[config.mk]
export PLATFORM = sky130hd
export DESIGN_NAME = field_locked_audio_clock_gen
export DESIGN_NICKNAME = d
export VERILOG_FILES = /design/src/logic/audio_clock_pkg.sv /design/src/logic/divider_cfg_if.sv /design/src/logic/clock_divider_chain.sv /design/src/logic/field_locked_audio_clock_gen.sv /design/src/logic/field_ref_select.sv
export SDC_FILE = /design/constraint.sdc
export NUM_CORES = 1
export LEC_CHECK = 0
export BUFFER_PORTS_ARGS = -buffer_cell sky130_fd_sc_hd__buf_2
export CORE_ASPECT_RATIO = 1.2
export CORE_MARGIN = 1
export CORE_UTILIZATION = 56
export DETAILED_ROUTE_END_ITERATION = 6
export HOLD_SLACK_MARGIN = 0.03
export PLACE_DENSITY = 0.89
export SYNTH_ARGS = -nofsm -noshare
export SYNTH_HDL_FRONTEND = slang
export SYNTH_SLANG_ARGS = --single-unit
[constraint.sdc]
create_clock -name clk -period 6.2 [get_ports clk]
set_clock_uncertainty 0.1 [all_clocks]
set_input_delay 0 -clock clk [delete_from_list [all_inputs] [get_ports clk]]
set_output_delay 0 -clock clk [all_outputs]
set_load 0.03 [all_outputs]
[src/logic/audio_clock_pkg.sv]
// Constants shared by the field locked audio clock generator
package audio_clock_pkg;
  localparam int          CLK_HZ            = 20_000_000;
  localparam int          ACC_WIDTH         = 23;
  localparam int          TARGET_WIDTH      = 18;
  localparam int          NOMINAL_WIDTH     = 22;
  localparam int          DIV_WIDTH         = 6;
  localparam int          TRIM_WIDTH        = 16;
  localparam logic [15:0] TRIM_MAX          = 16'h3FFF;
  localparam logic [15:0] TRIM_MIN          = 16'hC001;

  localparam logic [7:0]  OFS_TARGET_LOW    = 8'h30;
  localparam logic [7:0]  OFS_TARGET_MID    = 8'h31;
  localparam logic [7:0]  OFS_TARGET_HIGH   = 8'h32;
  localparam logic [7:0]  OFS_NOMINAL_LOW   = 8'h34;
  localparam logic [7:0]  OFS_NOMINAL_MID   = 8'h35;
  localparam logic [7:0]  OFS_NOMINAL_HIGH  = 8'h36;
  localparam logic [7:0]  OFS_BIT_DIV       = 8'h38;
  localparam logic [7:0]  OFS_CHAN_DIV      = 8'h39;
  localparam logic [7:0]  OFS_CONTROL       = 8'h3A;

  localparam int          CTL_LOOP_OPEN     = 3;
  localparam int          CTL_VREF_EXT      = 2;
  localparam int          CTL_CHAN_EDGE     = 1;
  localparam int          CTL_BIT_EDGE      = 0;

  localparam logic [17:0] RST_TARGET        = 18'h3C000;
  localparam logic [21:0] RST_NOMINAL       = 22'h30FBCE;
  localparam logic [5:0]  RST_BIT_DIV       = 6'h03;
  localparam logic [5:0]  RST_CHAN_DIV      = 6'h10;
  localparam logic [3:0]  RST_CONTROL       = 4'h0;
endpackage

[src/logic/divider_cfg_if.sv]
// Divider settings passed from the register file to the divider chain
`timescale 1ns/1ns
interface divider_cfg_if;
  logic [5:0] bit_clock_divider_value;
  logic [5:0] channel_clock_divider_value;
  logic       bit_clock_edge_select;
  logic       channel_clock_edge_select;
  modport src  (output bit_clock_divider_value, output channel_clock_divider_value,
                output bit_clock_edge_select, output channel_clock_edge_select);
  modport sink (input bit_clock_divider_value, input channel_clock_divider_value,
                input bit_clock_edge_select, input channel_clock_edge_select);
endinterface

[src/logic/clock_divider_chain.sv]
// Bit clock and channel clock dividers driven by the external master clock
`timescale 1ns/1ns
module clock_divider_chain (
  input  wire logic        clk,
  input  wire logic        rst_n,
  input  wire logic        master_audio_clock_in,
  divider_cfg_if.sink      cfg,
  output logic             serial_bit_clock_out,
  output logic             left_right_clock_out
);
  logic       mclk_q;
  logic       mclk_edge;
  logic [5:0] bit_cnt_q;
  logic       bit_toggle;
  logic       chan_edge;
  logic [5:0] chan_cnt_q;

  always_ff @(posedge clk or negedge rst_n) begin
    if (!rst_n) begin
      mclk_q <= 1'b0;
    end else begin
      mclk_q <= master_audio_clock_in;
    end
  end

  // Rising edge when the select is 1, falling edge when 0
  assign mclk_edge = cfg.bit_clock_edge_select ? (master_audio_clock_in & ~mclk_q)
                                               : (~master_audio_clock_in & mclk_q); // [RL10]
  assign bit_toggle = mclk_edge && (bit_cnt_q >= cfg.bit_clock_divider_value);

  always_ff @(posedge clk or negedge rst_n) begin
    if (!rst_n) begin
      bit_cnt_q            <= 6'h00;
      serial_bit_clock_out <= 1'b0;
    end else if (mclk_edge) begin
      if (bit_toggle) begin
        bit_cnt_q            <= 6'h00;
        serial_bit_clock_out <= ~serial_bit_clock_out; // [RL5]
      end else begin
        bit_cnt_q <= bit_cnt_q + 6'h01;
      end
    end
  end

  assign chan_edge = bit_toggle && (cfg.channel_clock_edge_select ? ~serial_bit_clock_out
                                                                  : serial_bit_clock_out); // [RL9]

  always_ff @(posedge clk or negedge rst_n) begin
    if (!rst_n) begin
      chan_cnt_q           <= 6'h00;
      left_right_clock_out <= 1'b0;
    end else if (chan_edge && cfg.channel_clock_divider_value != 6'h00) begin
      if (chan_cnt_q >= cfg.channel_clock_divider_value - 6'h01) begin
        chan_cnt_q           <= 6'h00;
        left_right_clock_out <= ~left_right_clock_out; // [RL6]
      end else begin
        chan_cnt_q <= chan_cnt_q + 6'h01;
      end
    end
  end

  property p_bit_on_edge;
    @(posedge clk) disable iff (!rst_n)
    $changed(serial_bit_clock_out) |->
      ($past(cfg.bit_clock_edge_select) ? $rose(mclk_q) : $fell(mclk_q));
  endproperty
  a_bit_on_edge: assert property (p_bit_on_edge) else $error("bit clock on wrong edge"); // [RL10]

  property p_chan_on_edge;
    @(posedge clk) disable iff (!rst_n)
    $changed(left_right_clock_out) |->
      ($past(cfg.channel_clock_edge_select) ? $rose(serial_bit_clock_out)
                                            : $fell(serial_bit_clock_out));
  endproperty
  a_chan_on_edge: assert property (p_chan_on_edge) else $error("channel clock wrong edge"); // [RL9]

  property p_bit_count;
    @(posedge clk) disable iff (!rst_n)
    $changed(serial_bit_clock_out) |-> $past(bit_cnt_q) >= $past(cfg.bit_clock_divider_value);
  endproperty
  a_bit_count: assert property (p_bit_count) else $error("bit clock toggled early"); // [RL5]

  property p_chan_count;
    @(posedge clk) disable iff (!rst_n)
    $changed(left_right_clock_out) |->
      ($past(chan_cnt_q) + 6'h01) >= $past(cfg.channel_clock_divider_value);
  endproperty
  a_chan_count: assert property (p_chan_count) else $error("channel clock toggled early"); // [RL6]

  c_chan_toggle: cover property (@(posedge clk) disable iff (!rst_n)
    $changed(left_right_clock_out));
endmodule

[src/logic/field_locked_audio_clock_gen.sv]
// Field locked audio master clock generator with register file and dividers
// What this block does
// [RL1] The master clock is synthesized from the block clock, the same crystal reference as video.
// [RL2] The master clock is locked to the field rate so each field holds a fixed clock count.
// [RL3] An 18-bit target of master clocks per field is written over three byte registers.
// [RL4] A 22-bit nominal increment over three byte registers sets the master clock rate.
// [RL5] The bit clock is the master clock input divided by (divider + 1) times 2.
// [RL6] The channel clock is the bit clock divided by divider times 2.
// [RL7] The loop mode bit gives closed locking at 0 and free running nominal rate at 1.
// [RL8] The vertical reference bit picks the internal reference at 0 and external at 1.
// [RL9] The channel clock edge bit moves it on bit clock falling edges at 0, rising at 1.
// [RL10] The bit clock edge bit moves it on master input falling edges at 0, rising at 1.
// [RL11] The board may loop the master clock output back to the input or clean it externally.
// [RL12] The board straps the crystal to one of two supported frequencies at reset.
// [RL13] A phase accumulator is trimmed in closed mode so the field count meets the target.
`timescale 1ns/1ns
module field_locked_audio_clock_gen
  import audio_clock_pkg::*;
#(
  parameter int ACC_W  = ACC_WIDTH,
  parameter int TRIM_W = TRIM_WIDTH
) (
  input  wire logic        clk,
  input  wire logic        rst_n,
  input  wire logic        reg_write,
  input  wire logic        reg_read,
  input  wire logic [7:0]  reg_addr,
  input  wire logic [7:0]  reg_wdata,
  output logic      [7:0]  reg_rdata,
  input  wire logic        internal_vsync,
  input  wire logic        external_vsync,
  input  wire logic        master_audio_clock_in,
  output logic             master_audio_clock_out,
  output logic             serial_bit_clock_out,
  output logic             left_right_clock_out,
  output logic      [17:0] measured_clocks_per_field
);
  logic [17:0]       clocks_per_field_target;
  logic [21:0]       nominal_phase_increment;
  logic [5:0]        bit_div_q;
  logic [5:0]        chan_div_q;
  logic [3:0]        control_q;
  logic              loop_open_select;
  logic              vertical_reference_select;
  logic [ACC_W-1:0]  acc_q;
  logic [ACC_W-1:0]  inc_eff;
  logic [23:0]       inc_sum;
  logic [TRIM_W-1:0] trim_q;
  logic              msb_q;
  logic              mclk_rise;
  logic [17:0]       count_q;
  logic [17:0]       count_now;
  logic              field_pulse;
  logic [7:0]        rdata_d;

  divider_cfg_if cfg_if ();

  assign loop_open_select          = control_q[CTL_LOOP_OPEN];
  assign vertical_reference_select = control_q[CTL_VREF_EXT];

  // Byte register writes
  always_ff @(posedge clk or negedge rst_n) begin
    if (!rst_n) begin
      clocks_per_field_target <= RST_TARGET;
      nominal_phase_increment <= RST_NOMINAL;
      bit_div_q               <= RST_BIT_DIV;
      chan_div_q              <= RST_CHAN_DIV;
      control_q               <= RST_CONTROL;
    end else if (reg_write) begin
      case (reg_addr)
        OFS_TARGET_LOW:   clocks_per_field_target[7:0]   <= reg_wdata; // [RL3]
        OFS_TARGET_MID:   clocks_per_field_target[15:8]  <= reg_wdata; // [RL3]
        OFS_TARGET_HIGH:  clocks_per_field_target[17:16] <= reg_wdata[1:0]; // [RL3]
        OFS_NOMINAL_LOW:  nominal_phase_increment[7:0]   <= reg_wdata; // [RL4]
        OFS_NOMINAL_MID:  nominal_phase_increment[15:8]  <= reg_wdata; // [RL4]
        OFS_NOMINAL_HIGH: nominal_phase_increment[21:16] <= reg_wdata[5:0]; // [RL4]
        OFS_BIT_DIV:      bit_div_q                      <= reg_wdata[5:0];
        OFS_CHAN_DIV:     chan_div_q                     <= reg_wdata[5:0];
        OFS_CONTROL:      control_q                      <= reg_wdata[3:0];
        default:          control_q                      <= control_q;
      endcase
    end
  end

  // Read back, unused bits and unmapped offsets read zero
  always_comb begin
    case (reg_addr)
      OFS_TARGET_LOW:   rdata_d = clocks_per_field_target[7:0];
      OFS_TARGET_MID:   rdata_d = clocks_per_field_target[15:8];
      OFS_TARGET_HIGH:  rdata_d = {6'h00, clocks_per_field_target[17:16]};
      OFS_NOMINAL_LOW:  rdata_d = nominal_phase_increment[7:0];
      OFS_NOMINAL_MID:  rdata_d = nominal_phase_increment[15:8];
      OFS_NOMINAL_HIGH: rdata_d = {2'h0, nominal_phase_increment[21:16]};
      OFS_BIT_DIV:      rdata_d = {2'h0, bit_div_q};
      OFS_CHAN_DIV:     rdata_d = {2'h0, chan_div_q};
      OFS_CONTROL:      rdata_d = {4'h0, control_q};
      default:          rdata_d = 8'h00;
    endcase
  end

  always_ff @(posedge clk or negedge rst_n) begin
    if (!rst_n) begin
      reg_rdata <= 8'h00;
    end else if (reg_read) begin
      reg_rdata <= rdata_d;
    end
  end

  // Effective increment: nominal plus loop trim, clamped at zero
  assign inc_sum = {2'h0, nominal_phase_increment} + {{(24-TRIM_W){trim_q[TRIM_W-1]}}, trim_q};

  always_comb begin
    if (loop_open_select) begin
      inc_eff = {1'b0, nominal_phase_increment}; // [RL7]
    end else if (inc_sum[23]) begin
      inc_eff = '0;
    end else begin
      inc_eff = inc_sum[ACC_W-1:0]; // [RL13]
    end
  end

  // Phase accumulator on the crystal clock
  always_ff @(posedge clk or negedge rst_n) begin
    if (!rst_n) begin
      acc_q <= '0;
      msb_q <= 1'b0;
    end else begin
      acc_q <= acc_q + inc_eff; // [RL1] [RL4]
      msb_q <= acc_q[ACC_W-1];
    end
  end

  assign master_audio_clock_out = acc_q[ACC_W-1]; // [RL1]
  assign mclk_rise              = acc_q[ACC_W-1] & ~msb_q;

  field_ref_select u_ref (
    .clk                       (clk),
    .rst_n                     (rst_n),
    .vertical_reference_select (vertical_reference_select),
    .internal_vsync            (internal_vsync),
    .external_vsync            (external_vsync),
    .field_pulse               (field_pulse)
  );

  // Master clock periods counted over one field
  assign count_now = (count_q == 18'h3FFFF) ? count_q : count_q + {17'h00000, mclk_rise};

  always_ff @(posedge clk or negedge rst_n) begin
    if (!rst_n) begin
      count_q                   <= 18'h00000;
      measured_clocks_per_field <= 18'h00000;
    end else if (field_pulse) begin
      count_q                   <= 18'h00000; // [RL2]
      measured_clocks_per_field <= count_now;
    end else begin
      count_q <= count_now;
    end
  end

  // Slow loop: one trim step per field toward the target count
  always_ff @(posedge clk or negedge rst_n) begin
    if (!rst_n) begin
      trim_q <= '0;
    end else if (loop_open_select) begin
      trim_q <= '0; // [RL7]
    end else if (field_pulse) begin
      if (count_now < clocks_per_field_target && trim_q != TRIM_MAX) begin
        trim_q <= trim_q + 16'h0001; // [RL2] [RL13]
      end else if (count_now > clocks_per_field_target && trim_q != TRIM_MIN) begin
        trim_q <= trim_q - 16'h0001; // [RL2] [RL13]
      end
    end
  end

  assign cfg_if.bit_clock_divider_value     = bit_div_q; // [RL5]
  assign cfg_if.channel_clock_divider_value = chan_div_q; // [RL6]
  assign cfg_if.bit_clock_edge_select       = control_q[CTL_BIT_EDGE]; // [RL10]
  assign cfg_if.channel_clock_edge_select   = control_q[CTL_CHAN_EDGE]; // [RL9]

  clock_divider_chain u_div (
    .clk                   (clk),
    .rst_n                 (rst_n),
    .master_audio_clock_in (master_audio_clock_in),
    .cfg                   (cfg_if.sink),
    .serial_bit_clock_out  (serial_bit_clock_out),
    .left_right_clock_out  (left_right_clock_out)
  );

  property p_open_nominal;
    @(posedge clk) disable iff (!rst_n)
    loop_open_select |=> acc_q == $past(acc_q) + {1'b0, $past(nominal_phase_increment)};
  endproperty
  a_open_nominal: assert property (p_open_nominal) else $error("open loop not nominal"); // [RL7]

  property p_open_trim_zero;
    @(posedge clk) disable iff (!rst_n)
    loop_open_select |=> trim_q == '0;
  endproperty
  a_open_trim_zero: assert property (p_open_trim_zero) else $error("trim kept in open loop"); // [RL7]

  property p_trim_up;
    @(posedge clk) disable iff (!rst_n)
    (!loop_open_select && field_pulse && count_now < clocks_per_field_target
      && trim_q != TRIM_MAX) |=> trim_q == $past(trim_q) + 16'h0001;
  endproperty
  a_trim_up: assert property (p_trim_up) else $error("trim did not rise on short field"); // [RL13]

  property p_trim_down;
    @(posedge clk) disable iff (!rst_n)
    (!loop_open_select && field_pulse && count_now > clocks_per_field_target
      && trim_q != TRIM_MIN) |=> trim_q == $past(trim_q) - 16'h0001;
  endproperty
  a_trim_down: assert property (p_trim_down) else $error("trim did not fall on long field"); // [RL13]

  property p_trim_hold;
    @(posedge clk) disable iff (!rst_n)
    (!loop_open_select && !field_pulse) |=> $stable(trim_q);
  endproperty
  a_trim_hold: assert property (p_trim_hold) else $error("trim moved inside a field"); // [RL2]

  property p_field_capture;
    @(posedge clk) disable iff (!rst_n)
    field_pulse |=> (count_q == 18'h00000) && measured_clocks_per_field == $past(count_now);
  endproperty
  a_field_capture: assert property (p_field_capture) else $error("field count not captured"); // [RL2]

  property p_mclk_from_acc;
    @(posedge clk) disable iff (!rst_n)
    $rose(master_audio_clock_out) |-> $past(acc_q[ACC_W-1]) == 1'b0 && $past(inc_eff) != '0;
  endproperty
  a_mclk_from_acc: assert property (p_mclk_from_acc) else $error("master clock without step"); // [RL1]

  property p_target_write;
    @(posedge clk) disable iff (!rst_n)
    (reg_write && reg_addr == OFS_TARGET_HIGH) |=>
      clocks_per_field_target[17:16] == $past(reg_wdata[1:0]);
  endproperty
  a_target_write: assert property (p_target_write) else $error("target high not written"); // [RL3]

  property p_nominal_write;
    @(posedge clk) disable iff (!rst_n)
    (reg_write && reg_addr == OFS_NOMINAL_HIGH) |=>
      nominal_phase_increment[21:16] == $past(reg_wdata[5:0]);
  endproperty
  a_nominal_write: assert property (p_nominal_write) else $error("nominal high not written"); // [RL4]

  property p_rdata_hold;
    @(posedge clk) disable iff (!rst_n)
    !reg_read |=> $stable(reg_rdata);
  endproperty
  a_rdata_hold: assert property (p_rdata_hold) else $error("read data moved without read"); // [RL3]

  property p_control_read;
    @(posedge clk) disable iff (!rst_n)
    (reg_read && reg_addr == OFS_CONTROL) |=> reg_rdata == {4'h0, $past(control_q)};
  endproperty
  a_control_read: assert property (p_control_read) else $error("control read back wrong"); // [RL7]

  property p_bit_div_write;
    @(posedge clk) disable iff (!rst_n)
    (reg_write && reg_addr == OFS_BIT_DIV) |=> bit_div_q == $past(reg_wdata[5:0]);
  endproperty
  a_bit_div_write: assert property (p_bit_div_write) else $error("bit divider not written"); // [RL5]

  property p_chan_div_write;
    @(posedge clk) disable iff (!rst_n)
    (reg_write && reg_addr == OFS_CHAN_DIV) |=> chan_div_q == $past(reg_wdata[5:0]);
  endproperty
  a_chan_div_write: assert property (p_chan_div_write) else $error("chan divider not written"); // [RL6]

  property p_control_write;
    @(posedge clk) disable iff (!rst_n)
    (reg_write && reg_addr == OFS_CONTROL) |=> control_q == $past(reg_wdata[3:0]);
  endproperty
  a_control_write: assert property (p_control_write) else $error("control not written"); // [RL7]

  property p_measured_hold;
    @(posedge clk) disable iff (!rst_n)
    !field_pulse |=> $stable(measured_clocks_per_field);
  endproperty
  a_measured_hold: assert property (p_measured_hold) else $error("field count moved"); // [RL2]

  property p_count_run;
    @(posedge clk) disable iff (!rst_n)
    !field_pulse |=> count_q == $past(count_now);
  endproperty
  a_count_run: assert property (p_count_run) else $error("field counter skipped"); // [RL2]

  property p_closed_step;
    @(posedge clk) disable iff (!rst_n)
    (!loop_open_select && !inc_sum[23]) |=> acc_q == $past(acc_q) + $past(inc_sum[ACC_W-1:0]);
  endproperty
  a_closed_step: assert property (p_closed_step) else $error("closed loop step wrong"); // [RL13]

  property p_trim_range;
    @(posedge clk) disable iff (!rst_n)
    trim_q <= TRIM_MAX || trim_q >= TRIM_MIN;
  endproperty
  a_trim_range: assert property (p_trim_range) else $error("trim out of range"); // [RL13]

  c_trim_up: cover property (@(posedge clk) disable iff (!rst_n)
    !loop_open_select && field_pulse && count_now < clocks_per_field_target);
  c_locked: cover property (@(posedge clk) disable iff (!rst_n)
    field_pulse && count_now == clocks_per_field_target);
  c_ext_ref: cover property (@(posedge clk) disable iff (!rst_n)
    field_pulse && vertical_reference_select);
endmodule

[src/logic/field_ref_select.sv]
// Vertical reference selection and field start pulse
`timescale 1ns/1ns
module field_ref_select (
  input  wire logic clk,
  input  wire logic rst_n,
  input  wire logic vertical_reference_select,
  input  wire logic internal_vsync,
  input  wire logic external_vsync,
  output logic      field_pulse
);
  logic ref_now;
  logic ref_q;

  assign ref_now = vertical_reference_select ? external_vsync : internal_vsync; // [RL8]

  always_ff @(posedge clk or negedge rst_n) begin
    if (!rst_n) begin
      ref_q <= 1'b0;
    end else begin
      ref_q <= ref_now;
    end
  end

  assign field_pulse = ref_now & ~ref_q;

  property p_ext_ref;
    @(posedge clk) disable iff (!rst_n)
    (field_pulse && vertical_reference_select && $stable(vertical_reference_select))
      |-> (external_vsync && !$past(external_vsync));
  endproperty
  a_ext_ref: assert property (p_ext_ref) else $error("field pulse not from external ref"); // [RL8]

  property p_int_ref;
    @(posedge clk) disable iff (!rst_n)
    (field_pulse && !vertical_reference_select && $stable(vertical_reference_select))
      |-> (internal_vsync && !$past(internal_vsync));
  endproperty
  a_int_ref: assert property (p_int_ref) else $error("field pulse not from internal ref"); // [RL8]
endmodule

==> results of run 1 <==
[flip-flops by register name, summed over array words and instances (netlist names), 8 cells and up]
register and cells:
count_q 18, clocks_per_field_target 18, acc_q 23, nominal_phase_increment 22, measured_clocks_per_field 18, trim_q 16
reg_rdata 8
[worst paths after layout]
check,endpoint,slack [ns],cells past startpoint
setup reg to reg,trim_q[15],0.06,28
min in group asynchronous,measured_clocks_per_field[12],0.13,2
setup / recovery,trim_q[15],0.06,28
max in group asynchronous,acc_q[10],4.64,3
hold reg to reg,msb_q,0.34,0
hold / removal,reg_rdata[7],0.06,4
[power by group through the flow]
stage | Combinational, W | Sequential (W) | Clock (W)
2_1_floorplan | 0.00103 | 0.00140 | 0
3_3_place_gp | 0.00132 | 0.00140 | 0
3_5_place_dp | 0.00138 | 0.00141 | 0
4_1_cts | 0.00140 | 0.00139 | 0.00115
5_1_grt | 0.00158 | 0.00141 | 0.00119
6_report | 0.00142 | 0.00140 | 0.00115
[placed cells by master (no fill, tap or decap), drive strengths merged, types with 14 or more instances in the layout]
cell	n
a21o	36
a21oi	86
buf	68
clkbuf	18
dfrtp	135
dfstp	21
dlygate4sd3	14
ha	97
inv	74
mux2	47
mux2i	29
nand2	93
nand3	19
nand4	21
nor2	106
nor3	16
o21ai	58
o31ai	18
xnor2	50
xor2	31
[cell type report]
class	count	area (µm²)
inverter	70	262.8
clock inverter	14	206.4
clock buffer	18	439.2
fill	1262	6396
tap	224	280.3
timing repair buffer	82	529.3
multi-input combinational	837	6130
sequential	156	3931
[stage by stage]
step | cells | hold WS [ns] | power, W
finish | 1401 | 0.05864 | 0.003967
global route | 1401 | 0.1054 | 0.004189
CTS | 1395 | 0.04474 | 0.003943
detailed placement | 1348 | 0.04115 | 0.002782
global placement | 1348 | 0.03353 | 0.002715
floorplan | 1091 | -0.3956 | 0.002430
[critical path, delay by kind of cell, from the launching register on]
kind            cells  cell delay [ns]
compound gates      8             1.36
fa+ha+maj           2             0.56
simple gates       11             2.28
mux                 1             0.35
buf+inv             4             0.63
flops               1             0.41
xor+xnor            2             0.32
[per-layer routing]
metal  wire (µm)  vias up  GRT usage, %
met3        1483      131         3.956
li1            -     4025             -
met5           0        -             0
met1       10260     4214         31.12
met2       13010      378         48.87
met4        1575        0         16.63
[kinds of logic after synthesis]
group | after synthesis | synth area share [%]
DFF | 156 | 37.90
adders and majority gates | 100 | 12.28
muxes | 76 | 7.903
and+or+nand+nor | 315 | 14.29
xor gates and xnor gates | 82 | 7.239
buffers and inverters | 98 | 3.656
AOI/OAI and AO/OA | 264 | 16.74
[what timing repair did]
item / in CTS / in global routing
pin swaps: 1 / 3
hold buffers: 14 / 0
resized for setup: 1 / 14
endpoints found under the setup margin: 1 / 5
buffers inserted: 1 / 6
cloned: 0 / 0
endpoints found under the hold margin: 145 / 0
==> results_dict.tcl, run 1 <==
set metrics [dict create \
    outcome "complete, no violations" \
    rows 54 \
    initial_core_util_pct 57.06 \
    die_h_um 151.1 \
    synth-seq-area-share_pct 37.90 \
    grt_max_degree 102 \
    synth_warnings 0 \
    hold_start "reg_addr[3]" \
    slew_viol_final 0 \
    relSlewSlack_pct 39.39 \
    clk_pin_slew_ns 0.07 \
    antenna_found_initial 0 \
    final.setup.tns_ns 0 \
    syn_inst 1091 \
    yosys.area.top_type "dfrtp_1" \
    p_sw_w 0.001440 \
    drt-wirelength-per-cell_um 18.80 \
    grt_pass1_wl_um 41060 \
    h-tree-depth 4 \
    p_int_w 0.002526 \
    yosys-top-cells-count "135 x dfrtp_1, 105 x nor2_1, 97 x ha_1" \
    area_delta_synth_final_pct 13.59 \
    yosysMostFrequentCell "dfrtp_1" \
    place_ws_ns -0.1064 \
    overflow 0 \
    routed_wirelength_um 26330 \
    grt_pass1_vias 8565 \
    dp.final_hpwl_um 17600 \
    finalWorstSetupSlack_ns 0.06397 \
    critical_path_arrival_ns 6.36 \
    grt_usage_pct 27.36 \
    r2r_start "count_q[8]" \
    post-route-min-period_ns 6.136 \
    cts_root_buf "clkbuf_16" \
    synth.area.top_cells "dfrtp_1 33%, ha_1 12%, dfstp_2 5.3%" \
    yosys_register_bits 156 \
    via_count 8748 \
    critPathMaxStageDelay_ns 0.49 \
    final-setup-viol-count 0 \
    gp_congestion 0.9551 \
    ys_types 67 \
    route.detailed.drc 0 \
    fin_util_pct 64.81 \
    finalHoldViolCount 0 \
    n_antenna_cell 0 \
    synth_edf_count 0 \
    final_area_um2 11780 \
    hp-class "in2reg" \
    ant_nets 0 \
    cap_violations 0 \
    power.share.clock_pct 28.9 \
    cts_buffers 17 \
    post_dp_cell_area_um2 10880 \
    crit_start "count_q[8]" \
    syn_area_um2 10370 \
    drt_pass1_iterations 7 \
    dieWidth_um 126.2 \
    clockBufferDepth 2 \
    p_sw_share_pct 36.31 \
    cts.sinks 156 \
    ios 52 \
    start_kind "flop" \
    cellPowerDensity_nw_per_um2 336.8 \
    drive_gt1_share_pct 17.42 \
    portBuffers 51 \
    cts_tree "done" \
    p_seq_share_pct 35.3 \
    synthArstFlopShare_pct 100.0 \
    synth_top_area_share_pct 32.58 \
    path_class "reg2reg" \
    critical_path.max_fanout 6 \
    crit_required_ns 6.42 \
    worst_pin_slew_ns 0.9092 \
    fin_crit_sh_pct 98.97 \
    clk_latency_ns 0.44 \
    ys.flop_type "dfrtp_1" \
    viasPerCell 6.244 \
    synth_fp_nets 1214 \
    syn_area_per_cell_um2 9.505 \
    comb_power_share_pct 35.9 \
    die_area_um2 19070 \
    cp_slowest_cell "nor4_1" \
    core_area_um2 18170 \
    leakagePower_nw 5.909 \
    max_freq_mhz 163.0 \
    drt-initial-drc-count 809 \
    cp-end-kind "flop" \
    peakVddDrop_mv 0.1905 \
    finalNetCount 1287 \
]
(Power assumes the default switching activity.)
==> inputs of run 2 (changes only) <==
--- a/config.mk
+++ b/config.mk
@@ -11,7 +11,7 @@
 export CORE_UTILIZATION = 56
 export DETAILED_ROUTE_END_ITERATION = 6
 export HOLD_SLACK_MARGIN = 0.03
-export PLACE_DENSITY = 0.89
+export PLACE_DENSITY = 0.86
 export SYNTH_ARGS = -nofsm -noshare
 export SYNTH_HDL_FRONTEND = slang
 export SYNTH_SLANG_ARGS = --single-unit
==> constraint.sdc (replaced) <==
create_clock -name clk -period 7.7 [get_ports clk]
set_clock_uncertainty 0.1 [all_clocks]
set_input_delay 0 -clock clk [delete_from_list [all_inputs] [get_ports clk]]
set_output_delay 0 -clock clk [all_outputs]
set_load 0.03 [all_outputs]
==> run 2 against run 1 <==
  * Total power decreased by 20%
  * Wire length decreased by 3.8%
  * Clock-buffer cell count unchanged
  * Register-to-register slack improved by 0.72 ns
  * Sequential share of layout area increased by 0.40 points
  * Worst hold slack improved by 0.0066 ns
  * Core utilization decreased by 0.76 points
  * Largest power group is now sequential cells
==> results_dict.tcl, run 2 (same netlist as run 1, synthesis figures left out) <==
set metrics [dict create \
    outcome "complete, no violations" \
    final-setup-viol-count 0 \
    cp-end-kind "flop" \
    cts_tree "done" \
    finalNetCount 1276 \
    cellPowerDensity_nw_per_um2 273.0 \
    hp-class "in2async" \
    gp_congestion 0.9152 \
    place_ws_ns 1.201 \
    reg_top3 "acc_q x23, nominal_phase_increment x22" \
    p_int_w 0.002030 \
    grt_usage_pct 27.74 \
    overflow 0 \
    register_area_um2 3931 \
    fin_util_pct 64.04 \
    grt_pass1_wl_um 41700 \
    power.share.clock_pct 29.2 \
    placed_cells 1342 \
    rsz0062_at_grt "false" \
    die_h_um 151.1 \
    relSlewSlack_pct 35.64 \
    final.setup.tns_ns 0 \
    die_area_um2 19070 \
    dieWidth_um 126.2 \
    portBuffers 51 \
    comb_power_share_pct 35.1 \
    p_seq_share_pct 35.7 \
    critical_path.max_fanout 17 \
    grt_pass1_vias 8646 \
    leakagePower_nw 5.835 \
    worst_pin_slew_ns 0.9654 \
    cts_setup_buffers 0 \
    finalWorstSetupSlack_ns 0.7871 \
    p_sw_w 0.001148 \
    cts_hold_buf 16 \
    grt_max_degree 83 \
    antenna_found_initial 0 \
    area_delta_synth_final_pct 12.25 \
    cts.sinks 156 \
    routed_wirelength_um 25340 \
    path_class "reg2reg" \
    start_kind "flop" \
    peakVddDrop_mv 0.1502 \
    cts_buffers 17 \
    initial_core_util_pct 57.06 \
    clk_latency_ns 0.44 \
    route.detailed.drc 0 \
    viasPerCell 6.190 \
    nFillCells 1355 \
    multiInputGateArea_um2 6068 \
    crit_required_ns 7.92 \
    clockBufferDepth 2 \
    slew_viol_final 0 \
    core_area_um2 18170 \
    drt-initial-drc-count 547 \
    cap_violations 0 \
    fin_crit_sh_pct 89.78 \
    dp.final_hpwl_um 17540 \
    h-tree-depth 4 \
    largest_register_ffs 23 \
    layout_common_cells "134 x dfrtp_1, 104 x nor2_1, 97 x ha_1" \
    top_register "acc_q" \
    clk_pin_slew_ns 0.07 \
    worst-r2r-setup-slack_ns 0.79 \
    cts_resized 0 \
    p_sw_share_pct 36.13 \
    final_cells 1390 \
    drt_pass1_iterations 5 \
    ant_nets 0 \
    r2r_start "count_q[8]" \
    final_common_cell "dfrtp_1" \
    n_antenna_cell 0 \
    max_freq_mhz 144.7 \
    drt-wirelength-per-cell_um 18.23 \
    drive_gt1_share_pct 15.52 \
    via_count 8604 \
    ios 52 \
    finalHoldViolCount 0 \
    crit_start "count_q[8]" \
    critical_path_arrival_ns 7.13 \
    cts_root_buf "clkbuf_16" \
    post-route-min-period_ns 6.913 \
    rows 54 \
]
-- run 2: cell count changes in the layout (fill, tap and decap cells not counted), sizes merged --
cell	delta
inv	+2
buf	-13
clkinv	-2
dlygate4sd3	+2
-- run 2: critical path, cell delays in order (launching register included) --
cell and delay [ns]:
dfrtp_1 0.40, nand3_1 0.14, nor2_1 0.26, nand4_1 0.22
nor3_1 0.57, nor2_1 0.28, and3_1 0.27, xnor2_1 0.23
inv_1 0.07, ha_1 0.30, a21o_1 0.17, a21o_1 0.17
a21oi_1 0.15, o21ai_0 0.14, a2111oi_2 0.51, nor2b_1 0.26
inv_1 0.32, ha_1 0.39, a21o_1 0.15, a21o_1 0.20
a21o_1 0.19, a41o_1 0.27, a21oi_1 0.24, o21ai_0 0.18
xor2_1 0.17, nor2_1 0.11, mux2_2 0.34
-- run 2: stage by stage --
stage	total power [W]	hold WS, ns	cell area, µm²
final	0.003178	0.06524	11640
after global routing	0.003369	0.1424	11640
after CTS	0.003180	0.09944	11640
after detailed placement	0.002240	-0.006851	10830
after global placement	0.002180	-0.01549	10830
after floorplan	0.001957	-0.3956	10370
-- run 2: metal layers --
layer | vias to the layer above | GRT usage [%] | wire [µm]
li1 | 4003 | - | -
met1 | 4202 | 31.50 | 10170
met2 | 298 | 50.22 | 12940
met3 | 101 | 4.415 | 1101
met4 | 0 | 14.82 | 1133
met5 | - | 0 | 0
-- run 2: final timing paths --
path,cells past startpoint,to
hold / removal,2,measured_clocks_per_field[9]
min in group clk,2,u_div.mclk_q
max in group asynchronous,3,control_q[3]
hold reg to reg,1,u_div.left_right_clock_out
setup reg to reg,26,trim_q[15]
setup / recovery,26,trim_q[15]
-- run 2: cell type report --
type | count | area share [%]
clock buffer | 18 | 3.773
clock inverter | 14 | 1.774
inverter | 70 | 2.257
multi-input combinational | 837 | 52.13
sequential | 156 | 33.77
tap | 224 | 2.408
timing repair buffer | 71 | 3.880
-- run 2: power groups by stage --
| stage | Sequential (W) | Clock (W) | Combinational (W) |
|---|---|---|---|
| 3_3_place_gp | 0.00114 | 0 | 0.00104 |
| 5_1_grt | 0.00115 | 0.000973 | 0.00125 |
| 4_1_cts | 0.00113 | 0.000933 | 0.00111 |
| 6_report | 0.00114 | 0.000927 | 0.00111 |
| 2_1_floorplan | 0.00113 | 0 | 0.000826 |
| 3_5_place_dp | 0.00115 | 0 | 0.00109 |
